<file path="src/inc/smr_pkg.sv">
// Constants for the state-machine result register bank.
// Assumes a 40 MHz bus clock and a 32-bit AHB-Lite register bus.
package smr_pkg;

    // ----------------------------------------------------------------
    // Clock and rate timing
    // ----------------------------------------------------------------
    localparam int unsigned CLK_HZ = 40_000_000;
    // Rates in half-hertz so that 12.5 Hz stays an integer
    localparam int unsigned RATE_HALF_HZ_00 = 25;
    localparam int unsigned RATE_HALF_HZ_01 = 52;
    localparam int unsigned RATE_HALF_HZ_10 = 104;
    localparam int unsigned RATE_HALF_HZ_11 = 208;
    localparam int unsigned EVAL_CYC_00 = (2 * CLK_HZ) / RATE_HALF_HZ_00;
    localparam int unsigned EVAL_CYC_01 = (2 * CLK_HZ) / RATE_HALF_HZ_01;
    localparam int unsigned EVAL_CYC_10 = (2 * CLK_HZ) / RATE_HALF_HZ_10;
    localparam int unsigned EVAL_CYC_11 = (2 * CLK_HZ) / RATE_HALF_HZ_11;
    localparam int CNT_W = 22;

    // ----------------------------------------------------------------
    // Register indices (byte address is four times the index)
    // ----------------------------------------------------------------
    localparam logic [7:0] IDX_M11 = 8'h56;
    localparam logic [7:0] IDX_M12 = 8'h57;
    localparam logic [7:0] IDX_M13 = 8'h58;
    localparam logic [7:0] IDX_M14 = 8'h59;
    localparam logic [7:0] IDX_M15 = 8'h5A;
    localparam logic [7:0] IDX_M16 = 8'h5B;
    localparam logic [7:0] IDX_CFG = 8'h5F;
    localparam logic [7:0] IDX_IRQ_STAT = 8'h70;
    localparam logic [7:0] IDX_IRQ_MASK = 8'h71;
    localparam int ADDR_W = 10;
    localparam int NUM_MACH = 6;

    // ----------------------------------------------------------------
    // Result byte layout
    // ----------------------------------------------------------------
    localparam int BIT_PX = 7;
    localparam int BIT_NX = 6;
    localparam int BIT_PY = 5;
    localparam int BIT_NY = 4;
    localparam int BIT_PZ = 3;
    localparam int BIT_NZ = 2;
    localparam int BIT_PV = 1;
    localparam int BIT_NV = 0;

    // ----------------------------------------------------------------
    // Rate configuration layout and reset values
    // ----------------------------------------------------------------
    localparam int RATE_LSB = 0;
    localparam int RATE_W = 2;
    localparam logic [1:0] RATE_12HZ5 = 2'h0;
    localparam logic [1:0] RATE_26HZ = 2'h1;
    localparam logic [1:0] RATE_52HZ = 2'h2;
    localparam logic [1:0] RATE_104HZ = 2'h3;
    localparam logic [7:0] CFG_RST = 8'h01;
    localparam logic [7:0] RESULT_RST = 8'h00;
    localparam logic [5:0] IRQ_RST = 6'h00;

    // AHB encodings
    localparam logic [1:0] HTRANS_NONSEQ = 2'h2;
    localparam logic HRESP_OKAY = 1'b0;

endpackage : smr_pkg

</file>
<file path="src/hdl/smr_rate_tick.sv">
// Evaluation tick divider for the state-machine engine.
// Assumes one clock; the tick is a one-cycle enable pulse.
`timescale 1ns/100ps
`default_nettype none

module smr_rate_tick #(
    parameter int unsigned CYC_00 = smr_pkg::EVAL_CYC_00,
    parameter int unsigned CYC_01 = smr_pkg::EVAL_CYC_01,
    parameter int unsigned CYC_10 = smr_pkg::EVAL_CYC_10,
    parameter int unsigned CYC_11 = smr_pkg::EVAL_CYC_11
) (
    // Clock and reset
    input wire logic hclk,
    input wire logic hresetn,
    // Rate selection
    input wire logic [1:0] rate_sel,
    // Evaluation enable
    output logic tick
);

    logic [smr_pkg::CNT_W-1:0] cnt_r;
    logic [smr_pkg::CNT_W-1:0] period;
    logic [1:0] rate_prev_r;

    always_comb begin
        case (rate_sel)
            smr_pkg::RATE_12HZ5: period = smr_pkg::CNT_W'(CYC_00);
            smr_pkg::RATE_26HZ: period = smr_pkg::CNT_W'(CYC_01);
            smr_pkg::RATE_52HZ: period = smr_pkg::CNT_W'(CYC_10);
            default: period = smr_pkg::CNT_W'(CYC_11);
        endcase
    end

    always_ff @(posedge hclk or negedge hresetn) begin
        if (!hresetn) begin
            rate_prev_r <= smr_pkg::RATE_26HZ;
        end else begin
            rate_prev_r <= rate_sel;
        end
    end

    // A new rate restarts the period so no stale long count lingers
    always_ff @(posedge hclk or negedge hresetn) begin
        if (!hresetn) begin
            cnt_r <= '0;
            tick <= 1'b0;
        end else if (rate_prev_r != rate_sel) begin
            cnt_r <= '0;
            tick <= 1'b0;
        end else if (cnt_r >= period - 1'b1) begin
            cnt_r <= '0;
            tick <= 1'b1;
        end else begin
            cnt_r <= cnt_r + 1'b1;
            tick <= 1'b0;
        end
    end

endmodule : smr_rate_tick

`default_nettype wire

</file>
<file path="src/hdl/smr_result_regs.sv">
// Result register bank for state machines 11 to 16 with rate config.
// Assumes a single AHB-Lite master and an engine that reports flags
// with a done pulse after each evaluation tick.
//
// The AHB-Lite interface to the registers was decided locally.
`timescale 1ns/100ps
`default_nettype none

// Operation
// - Six read-only result bytes, consecutive indices
// - Bit order PX NX PY NY PZ NZ PV NV
// - Axis flag one when event detected
// - Vector flags one when vector event detected
// - Separate read/write rate configuration register
// - Rate code selects 12.5/26/52/104 Hz
// - Rate code resets to 01, 26 Hz
module smr_result_regs #(
    parameter int unsigned CYC_00 = smr_pkg::EVAL_CYC_00,
    parameter int unsigned CYC_01 = smr_pkg::EVAL_CYC_01,
    parameter int unsigned CYC_10 = smr_pkg::EVAL_CYC_10,
    parameter int unsigned CYC_11 = smr_pkg::EVAL_CYC_11,
    parameter int NUM_MACH = smr_pkg::NUM_MACH
) (
    // Clock and reset
    input wire logic hclk,
    input wire logic hresetn,
    // AHB-Lite slave
    input wire logic hsel,
    input wire logic [smr_pkg::ADDR_W-1:0] haddr,
    input wire logic [1:0] htrans,
    input wire logic hwrite,
    input wire logic [2:0] hsize,
    input wire logic hready,
    input wire logic [31:0] hwdata,
    output logic [31:0] hrdata,
    output logic hreadyout,
    output logic hresp,
    // State-machine engine
    input wire logic [8*NUM_MACH-1:0] eng_flags,
    input wire logic eng_done,
    output logic eval_tick,
    output logic [1:0] machine_rate_select,
    // Interrupt
    output logic irq
);

    // ----------------------------------------------------------------
    // Decode helpers
    // ----------------------------------------------------------------
    function automatic logic idx_hit(
        input logic [smr_pkg::ADDR_W-1:0] a,
        input logic [7:0] idx
    );
        idx_hit = (a == {idx, 2'b00});
    endfunction : idx_hit

    function automatic int result_slot(
        input logic [smr_pkg::ADDR_W-1:0] a
    );
        int slot;
        slot = -1;
        for (int i = 0; i < NUM_MACH; i++) begin
            if (idx_hit(a, smr_pkg::IDX_M11 + 8'(i))) begin
                slot = i;
            end
        end
        result_slot = slot;
    endfunction : result_slot

    // ----------------------------------------------------------------
    // State
    // ----------------------------------------------------------------
    logic [7:0] result_r [NUM_MACH];
    logic [7:0] cfg_r;
    logic [NUM_MACH-1:0] irq_stat_r;
    logic [NUM_MACH-1:0] irq_mask_r;
    logic wr_pend_r;
    logic [smr_pkg::ADDR_W-1:0] wr_addr_r;
    logic [NUM_MACH-1:0] new_event;
    logic [NUM_MACH-1:0] stat_clr;
    logic accept;
    logic tick;

    assign accept = hsel && hready && (htrans == smr_pkg::HTRANS_NONSEQ);

    // ----------------------------------------------------------------
    // Bus response: zero wait states, always OKAY
    // ----------------------------------------------------------------
    always_ff @(posedge hclk or negedge hresetn) begin
        if (!hresetn) begin
            hreadyout <= 1'b0;
            hresp <= smr_pkg::HRESP_OKAY;
        end else begin
            hreadyout <= 1'b1;
            hresp <= smr_pkg::HRESP_OKAY;
        end
    end

    // Write address phase captured, data taken one edge later
    always_ff @(posedge hclk or negedge hresetn) begin
        if (!hresetn) begin
            wr_pend_r <= 1'b0;
            wr_addr_r <= '0;
        end else if (hready) begin
            wr_pend_r <= accept && hwrite;
            wr_addr_r <= haddr;
        end
    end

    // ----------------------------------------------------------------
    // Read data, registered at the address phase
    // ----------------------------------------------------------------
    // The master idles during each data phase, so a read never meets
    // a write still pending to the same register.
    always_ff @(posedge hclk or negedge hresetn) begin
        if (!hresetn) begin
            hrdata <= '0;
        end else if (accept && !hwrite) begin
            if (result_slot(haddr) >= 0) begin
                hrdata <= {24'h000000, result_r[result_slot(haddr)]};
            end else if (idx_hit(haddr, smr_pkg::IDX_CFG)) begin
                hrdata <= {24'h000000, cfg_r};
            end else if (idx_hit(haddr, smr_pkg::IDX_IRQ_STAT)) begin
                hrdata <= {{(32-NUM_MACH){1'b0}}, irq_stat_r};
            end else if (idx_hit(haddr, smr_pkg::IDX_IRQ_MASK)) begin
                hrdata <= {{(32-NUM_MACH){1'b0}}, irq_mask_r};
            end else begin
                hrdata <= '0;
            end
        end
    end

    // ----------------------------------------------------------------
    // Rate configuration
    // ----------------------------------------------------------------
    // Whole byte is stored; software must keep the fixed bits as
    // reset leaves them, the block does not police them.
    always_ff @(posedge hclk or negedge hresetn) begin
        if (!hresetn) begin
            cfg_r <= smr_pkg::CFG_RST;
        end else if (wr_pend_r && idx_hit(wr_addr_r, smr_pkg::IDX_CFG)) begin
            cfg_r <= hwdata[7:0];
        end
    end

    always_ff @(posedge hclk or negedge hresetn) begin
        if (!hresetn) begin
            machine_rate_select <= smr_pkg::RATE_26HZ;
        end else begin
            machine_rate_select <=
                cfg_r[smr_pkg::RATE_LSB +: smr_pkg::RATE_W];
        end
    end

    // ----------------------------------------------------------------
    // Evaluation rate divider
    // ----------------------------------------------------------------
    smr_rate_tick #(
        .CYC_00(CYC_00),
        .CYC_01(CYC_01),
        .CYC_10(CYC_10),
        .CYC_11(CYC_11)
    ) u_tick (
        .hclk(hclk),
        .hresetn(hresetn),
        .rate_sel(machine_rate_select),
        .tick(tick)
    );

    always_ff @(posedge hclk or negedge hresetn) begin
        if (!hresetn) begin
            eval_tick <= 1'b0;
        end else begin
            eval_tick <= tick;
        end
    end

    // ----------------------------------------------------------------
    // Result bytes, one per machine
    // ----------------------------------------------------------------
    // Bus writes never reach these; only the engine's done pulse does.
    genvar g;
    generate
        for (g = 0; g < NUM_MACH; g++) begin : g_mach
            logic [7:0] fl;
            assign fl = eng_flags[8*g +: 8];
            assign new_event[g] = eng_done && (fl != 8'h00)
                                  && (result_r[g] == 8'h00);
            always_ff @(posedge hclk or negedge hresetn) begin
                if (!hresetn) begin
                    result_r[g] <= smr_pkg::RESULT_RST;
                end else if (eng_done) begin
                    result_r[g] <= {fl[smr_pkg::BIT_PX], fl[smr_pkg::BIT_NX],
                                    fl[smr_pkg::BIT_PY], fl[smr_pkg::BIT_NY],
                                    fl[smr_pkg::BIT_PZ], fl[smr_pkg::BIT_NZ],
                                    fl[smr_pkg::BIT_PV], fl[smr_pkg::BIT_NV]};
                end
            end
        end
    endgenerate

    // ----------------------------------------------------------------
    // Interrupt status and mask
    // ----------------------------------------------------------------
    assign stat_clr = (wr_pend_r && idx_hit(wr_addr_r, smr_pkg::IDX_IRQ_STAT))
                      ? hwdata[NUM_MACH-1:0] : '0;

    // New event wins over a clear in the same cycle
    always_ff @(posedge hclk or negedge hresetn) begin
        if (!hresetn) begin
            irq_stat_r <= smr_pkg::IRQ_RST[NUM_MACH-1:0];
        end else begin
            irq_stat_r <= (irq_stat_r & ~stat_clr) | new_event;
        end
    end

    always_ff @(posedge hclk or negedge hresetn) begin
        if (!hresetn) begin
            irq_mask_r <= smr_pkg::IRQ_RST[NUM_MACH-1:0];
        end else if (wr_pend_r
                     && idx_hit(wr_addr_r, smr_pkg::IDX_IRQ_MASK)) begin
            irq_mask_r <= hwdata[NUM_MACH-1:0];
        end
    end

    always_ff @(posedge hclk or negedge hresetn) begin
        if (!hresetn) begin
            irq <= 1'b0;
        end else begin
            irq <= |(irq_stat_r & irq_mask_r);
        end
    end

endmodule : smr_result_regs

`default_nettype wire

</file>
<file path="config.mk">
export PLATFORM = sky130hd
export DESIGN_NAME = smr_result_regs
export DESIGN_NICKNAME = d
export VERILOG_FILES = /design/src/inc/smr_pkg.sv /design/src/hdl/smr_rate_tick.sv /design/src/hdl/smr_result_regs.sv
export SDC_FILE = /design/constraint.sdc
export NUM_CORES = 1
export LEC_CHECK = 0
export BUFFER_PORTS_ARGS = -buffer_cell sky130_fd_sc_hd__buf_2
export CORE_MARGIN = 4
export CORE_UTILIZATION = 36
export DETAILED_ROUTE_END_ITERATION = 8
export PLACE_DENSITY_LB_ADDON = 0.2
export REMOVE_ABC_BUFFERS = 1
export SKIP_LAST_GASP = 1
export SYNTH_ARGS = -nofsm -noshare
export SYNTH_HDL_FRONTEND = slang
export SYNTH_SLANG_ARGS = --single-unit
</file>
<file path="constraint.sdc">
create_clock -name hclk -period 3.3 [get_ports hclk]
set_input_delay 0.495 -clock hclk [delete_from_list [all_inputs] [get_ports hclk]]
set_output_delay 0.495 -clock hclk [all_outputs]
set_load 0.03 [all_outputs]
</file>
==> impl_metrics.tcl <==
set metrics [dict create \
    grt_antenna_before_repair 1 \
    drt-wirelength-per-cell_um 18.2 \
    path_cells "inv_1 > ha_1 > inv_1 > ha_1 > or2_2 > ha_1 > nand4_1 > a21o_1 > a31oi_1 > buf_4 > o21ba_2" \
    yosysSeqAreaShare 0.441 \
    antenna_left 0 \
    finalSetupTns_ns 0 \
    async_reset_ff_frac 1.00 \
    yosys.area_share.adder 0.0602 \
    netlist_area_um2 6650 \
    rows 49 \
    power_frac_comb 0.135 \
    num-fill-cells 1739 \
    cts_buffers 17 \
    cp_common_cell "ha_1" \
    avgSynthCellArea_um2 10.6 \
    min_path_type "in2async" \
    yosys.area_share.simple 0.173 \
    place_inst 926 \
    synth_cells 625 \
    htreeDepth 4 \
    die_h_um 144 \
    status "complete, no violations" \
    ctsHoldBuffers 0 \
    cts_setup_buffers 0 \
    p_per_area_nw_per_um2 539 \
    power.share.sequential 0.396 \
    drive_gt1_frac 0.306 \
    critPathMaxFanout 15 \
    p_switching_w 0.00117 \
    grt_start_max_net_pins 73 \
    yosys.area.top_type "dfrtp_1" \
    die_w_um 144 \
    setup_viol 0 \
    tightest_slew_ns 0.955 \
    cp_slowest_cell "dfstp_2" \
    slowest_delay_ns 0.42 \
    clkPwrFrac 0.469 \
    ys_ff_latch 117 \
    power.internal_w 0.00308 \
    start_kind "flop" \
    worstPathArrival_ns 3.32 \
    crit_type "reg2reg" \
    synth_edf_count 0 \
    worst_slack_ns 0.337 \
    dp_slack_ns 0.354 \
    fin_skew_ns 0.00882 \
    insertion_delay_ns 0.42 \
    start_util 0.368 \
    diodes 0 \
    vdd_drop_max_mv 0.378 \
    cts_max_path_buffers 2 \
    cts.sinks 117 \
    yosysWarnings 0 \
    finalNonFillerCells 958 \
    synth_cell_types 61 \
    dp_hpwl_um 13400 \
    synth-xor-area-share 0.0369 \
    die-area_um2 20700 \
    leakage_nw 3.52 \
    min_period_ns 2.96 \
    cp.required_ns 3.66 \
    netlist.area_leader.share 0.429 \
    core_um2 18100 \
    gp_congestion 0.871 \
    syn2layout_area_growth_pct 18.7 \
    synth_compound_area_frac 0.101 \
    crit_buf_inv 3 \
    hold_viol 0 \
    path_delay_family "adder cells" \
    dr.pass1.iters 5 \
    clkTransAtPathRegs_ns 0.06 \
    slew_violations 0 \
    max_freq_ghz 0.338 \
    drc 0 \
    vias 5171 \
    total_power_w 0.00425 \
    yosys-top-cells-count "dfrtp_1 (114), mux2_2 (77), nand3_1 (40)" \
    final_core_util 0.437 \
    p_sw_frac 0.275 \
    timing.final.crit_share 0.898 \
    cts_tree "built" \
    overflow 0 \
    synthFlopType "dfrtp_1" \
    viasPerCell 5.40 \
    grt_pass1_vias 5170 \
    synthTopCellsByArea "dfrtp_1 (43%), mux2_2 (13%), ha_1 (6.0%)" \
    grt_first_pass_wirelength_um 27700 \
    cap_violations 0 \
    slew_headroom 0.362 \
    nets 849 \
    synthMuxAreaShare 0.133 \
    clock-root-buffer "clkbuf_16" \
    grtUsageTotal 0.172 \
    synth.most_common_cell "dfrtp_1" \
    io_pins 139 \
    io_buffers 86 \
    end_kind "flop" \
    rsz0062_at_grt "no" \
    synth_top_family_by_area "simple AND/OR/NAND/NOR gates" \
    wirelength_um 17500 \
    cts_resized 0 \
    drt_iter0_drc 296 \
]
## cell usage in the layout, fill, tap and decap left out, drive strengths merged, types with 3 or more instances in the layout
master	instances
nand4	14
bufinv	4
conb	26
xnor2	10
a2111oi	3
a31oi	3
nor3b	4
a21o	8
o22ai	8
a22oi	5
dfrtp	114
a32oi	6
nor3	23
a21oi	29
nand2	29
buf	96
mux2	77
o21ai	14
inv	23
o211ai	4
nor4b	4
clkbuf	17
ha	32
clkinv	3
dfstp	3
o32ai	4
nand4b	8
nor2	38
xor2	18
nand3	40
nor4	26
o31ai	4
## power groups by stage
stage	registers (W)	clock network (W)	logic [W]
after floorplan	0.00173	0	0.000300
after global placement	0.00170	0	0.000561
after detailed placement	0.00171	0	0.000578
after CTS	0.00168	0.00204	0.000580
after global routing	0.00170	0.00210	0.000637
final	0.00168	0.00200	0.000576
## per-layer routing
metal | part of all wire | vias up | global-route usage
met2 | 0.46 | 139 | 0.265
li1 | - | 2461 | -
met1 | 0.47 | 2540 | 0.239
met5 | 0.00080 | - | 0
met3 | 0.049 | 29 | 0.0386
met4 | 0.018 | 2 | 0.0634
## through the flow
step                hold WS [ns]  instance area, um^2
floorplan                  0.199                 6450
global placement           0.339                 7260
detailed placement         0.336                 7260
CTS                        0.110                 7900
global route               0.140                 7900
finish                    0.0989                 7900
## worst paths after layout
check	cells after the start	start	slack, ns	endpoint
min in group hclk	3	eng_flags[22]	0.31	result_r[30]
worst max-delay path	11	machine_rate_select[0]	0.34	u_tick.tick
worst max register to register	11	machine_rate_select[0]	0.34	u_tick.tick
worst min register to register	0	u_tick.tick	0.35	eval_tick
worst min-delay path	1	hresetn	0.1	hreadyout
max in group asynchronous	2	hresetn	2.40	cfg_r[2]
## flip-flops by register name (all words and copies together), names as in the netlist, 2 cells and up
signal	count
cfg_r	8
hrdata	8
irq_mask_r	6
irq_stat_r	6
machine_rate_select	2
result_r	48
u_tick.cnt_r	22
u_tick.rate_prev_r	2
wr_addr_r	10
## cell type report
| class | count | area, um^2 | area share |
|---|---|---|---|
| well taps | 229 | 287 | 0.0363 |
| flip-flops and latches | 117 | 2930 | 0.371 |
| inverters | 17 | 63.8 | 0.00808 |
| repair buffers | 96 | 520 | 0.0659 |
| multi-input cells | 467 | 3450 | 0.437 |
| clock buffers | 17 | 425 | 0.0539 |
| clock inverters | 15 | 214 | 0.0271 |
## cell families after synthesis
family	Yosys count
AOI/OAI and AO/OA	98
adders and majority gates	32
buffers and inverters	65
muxes	79
and+or+nand+nor	204
other	2
DFF	117
xor gates and xnor gates	28
(Power assumes the default switching activity.)
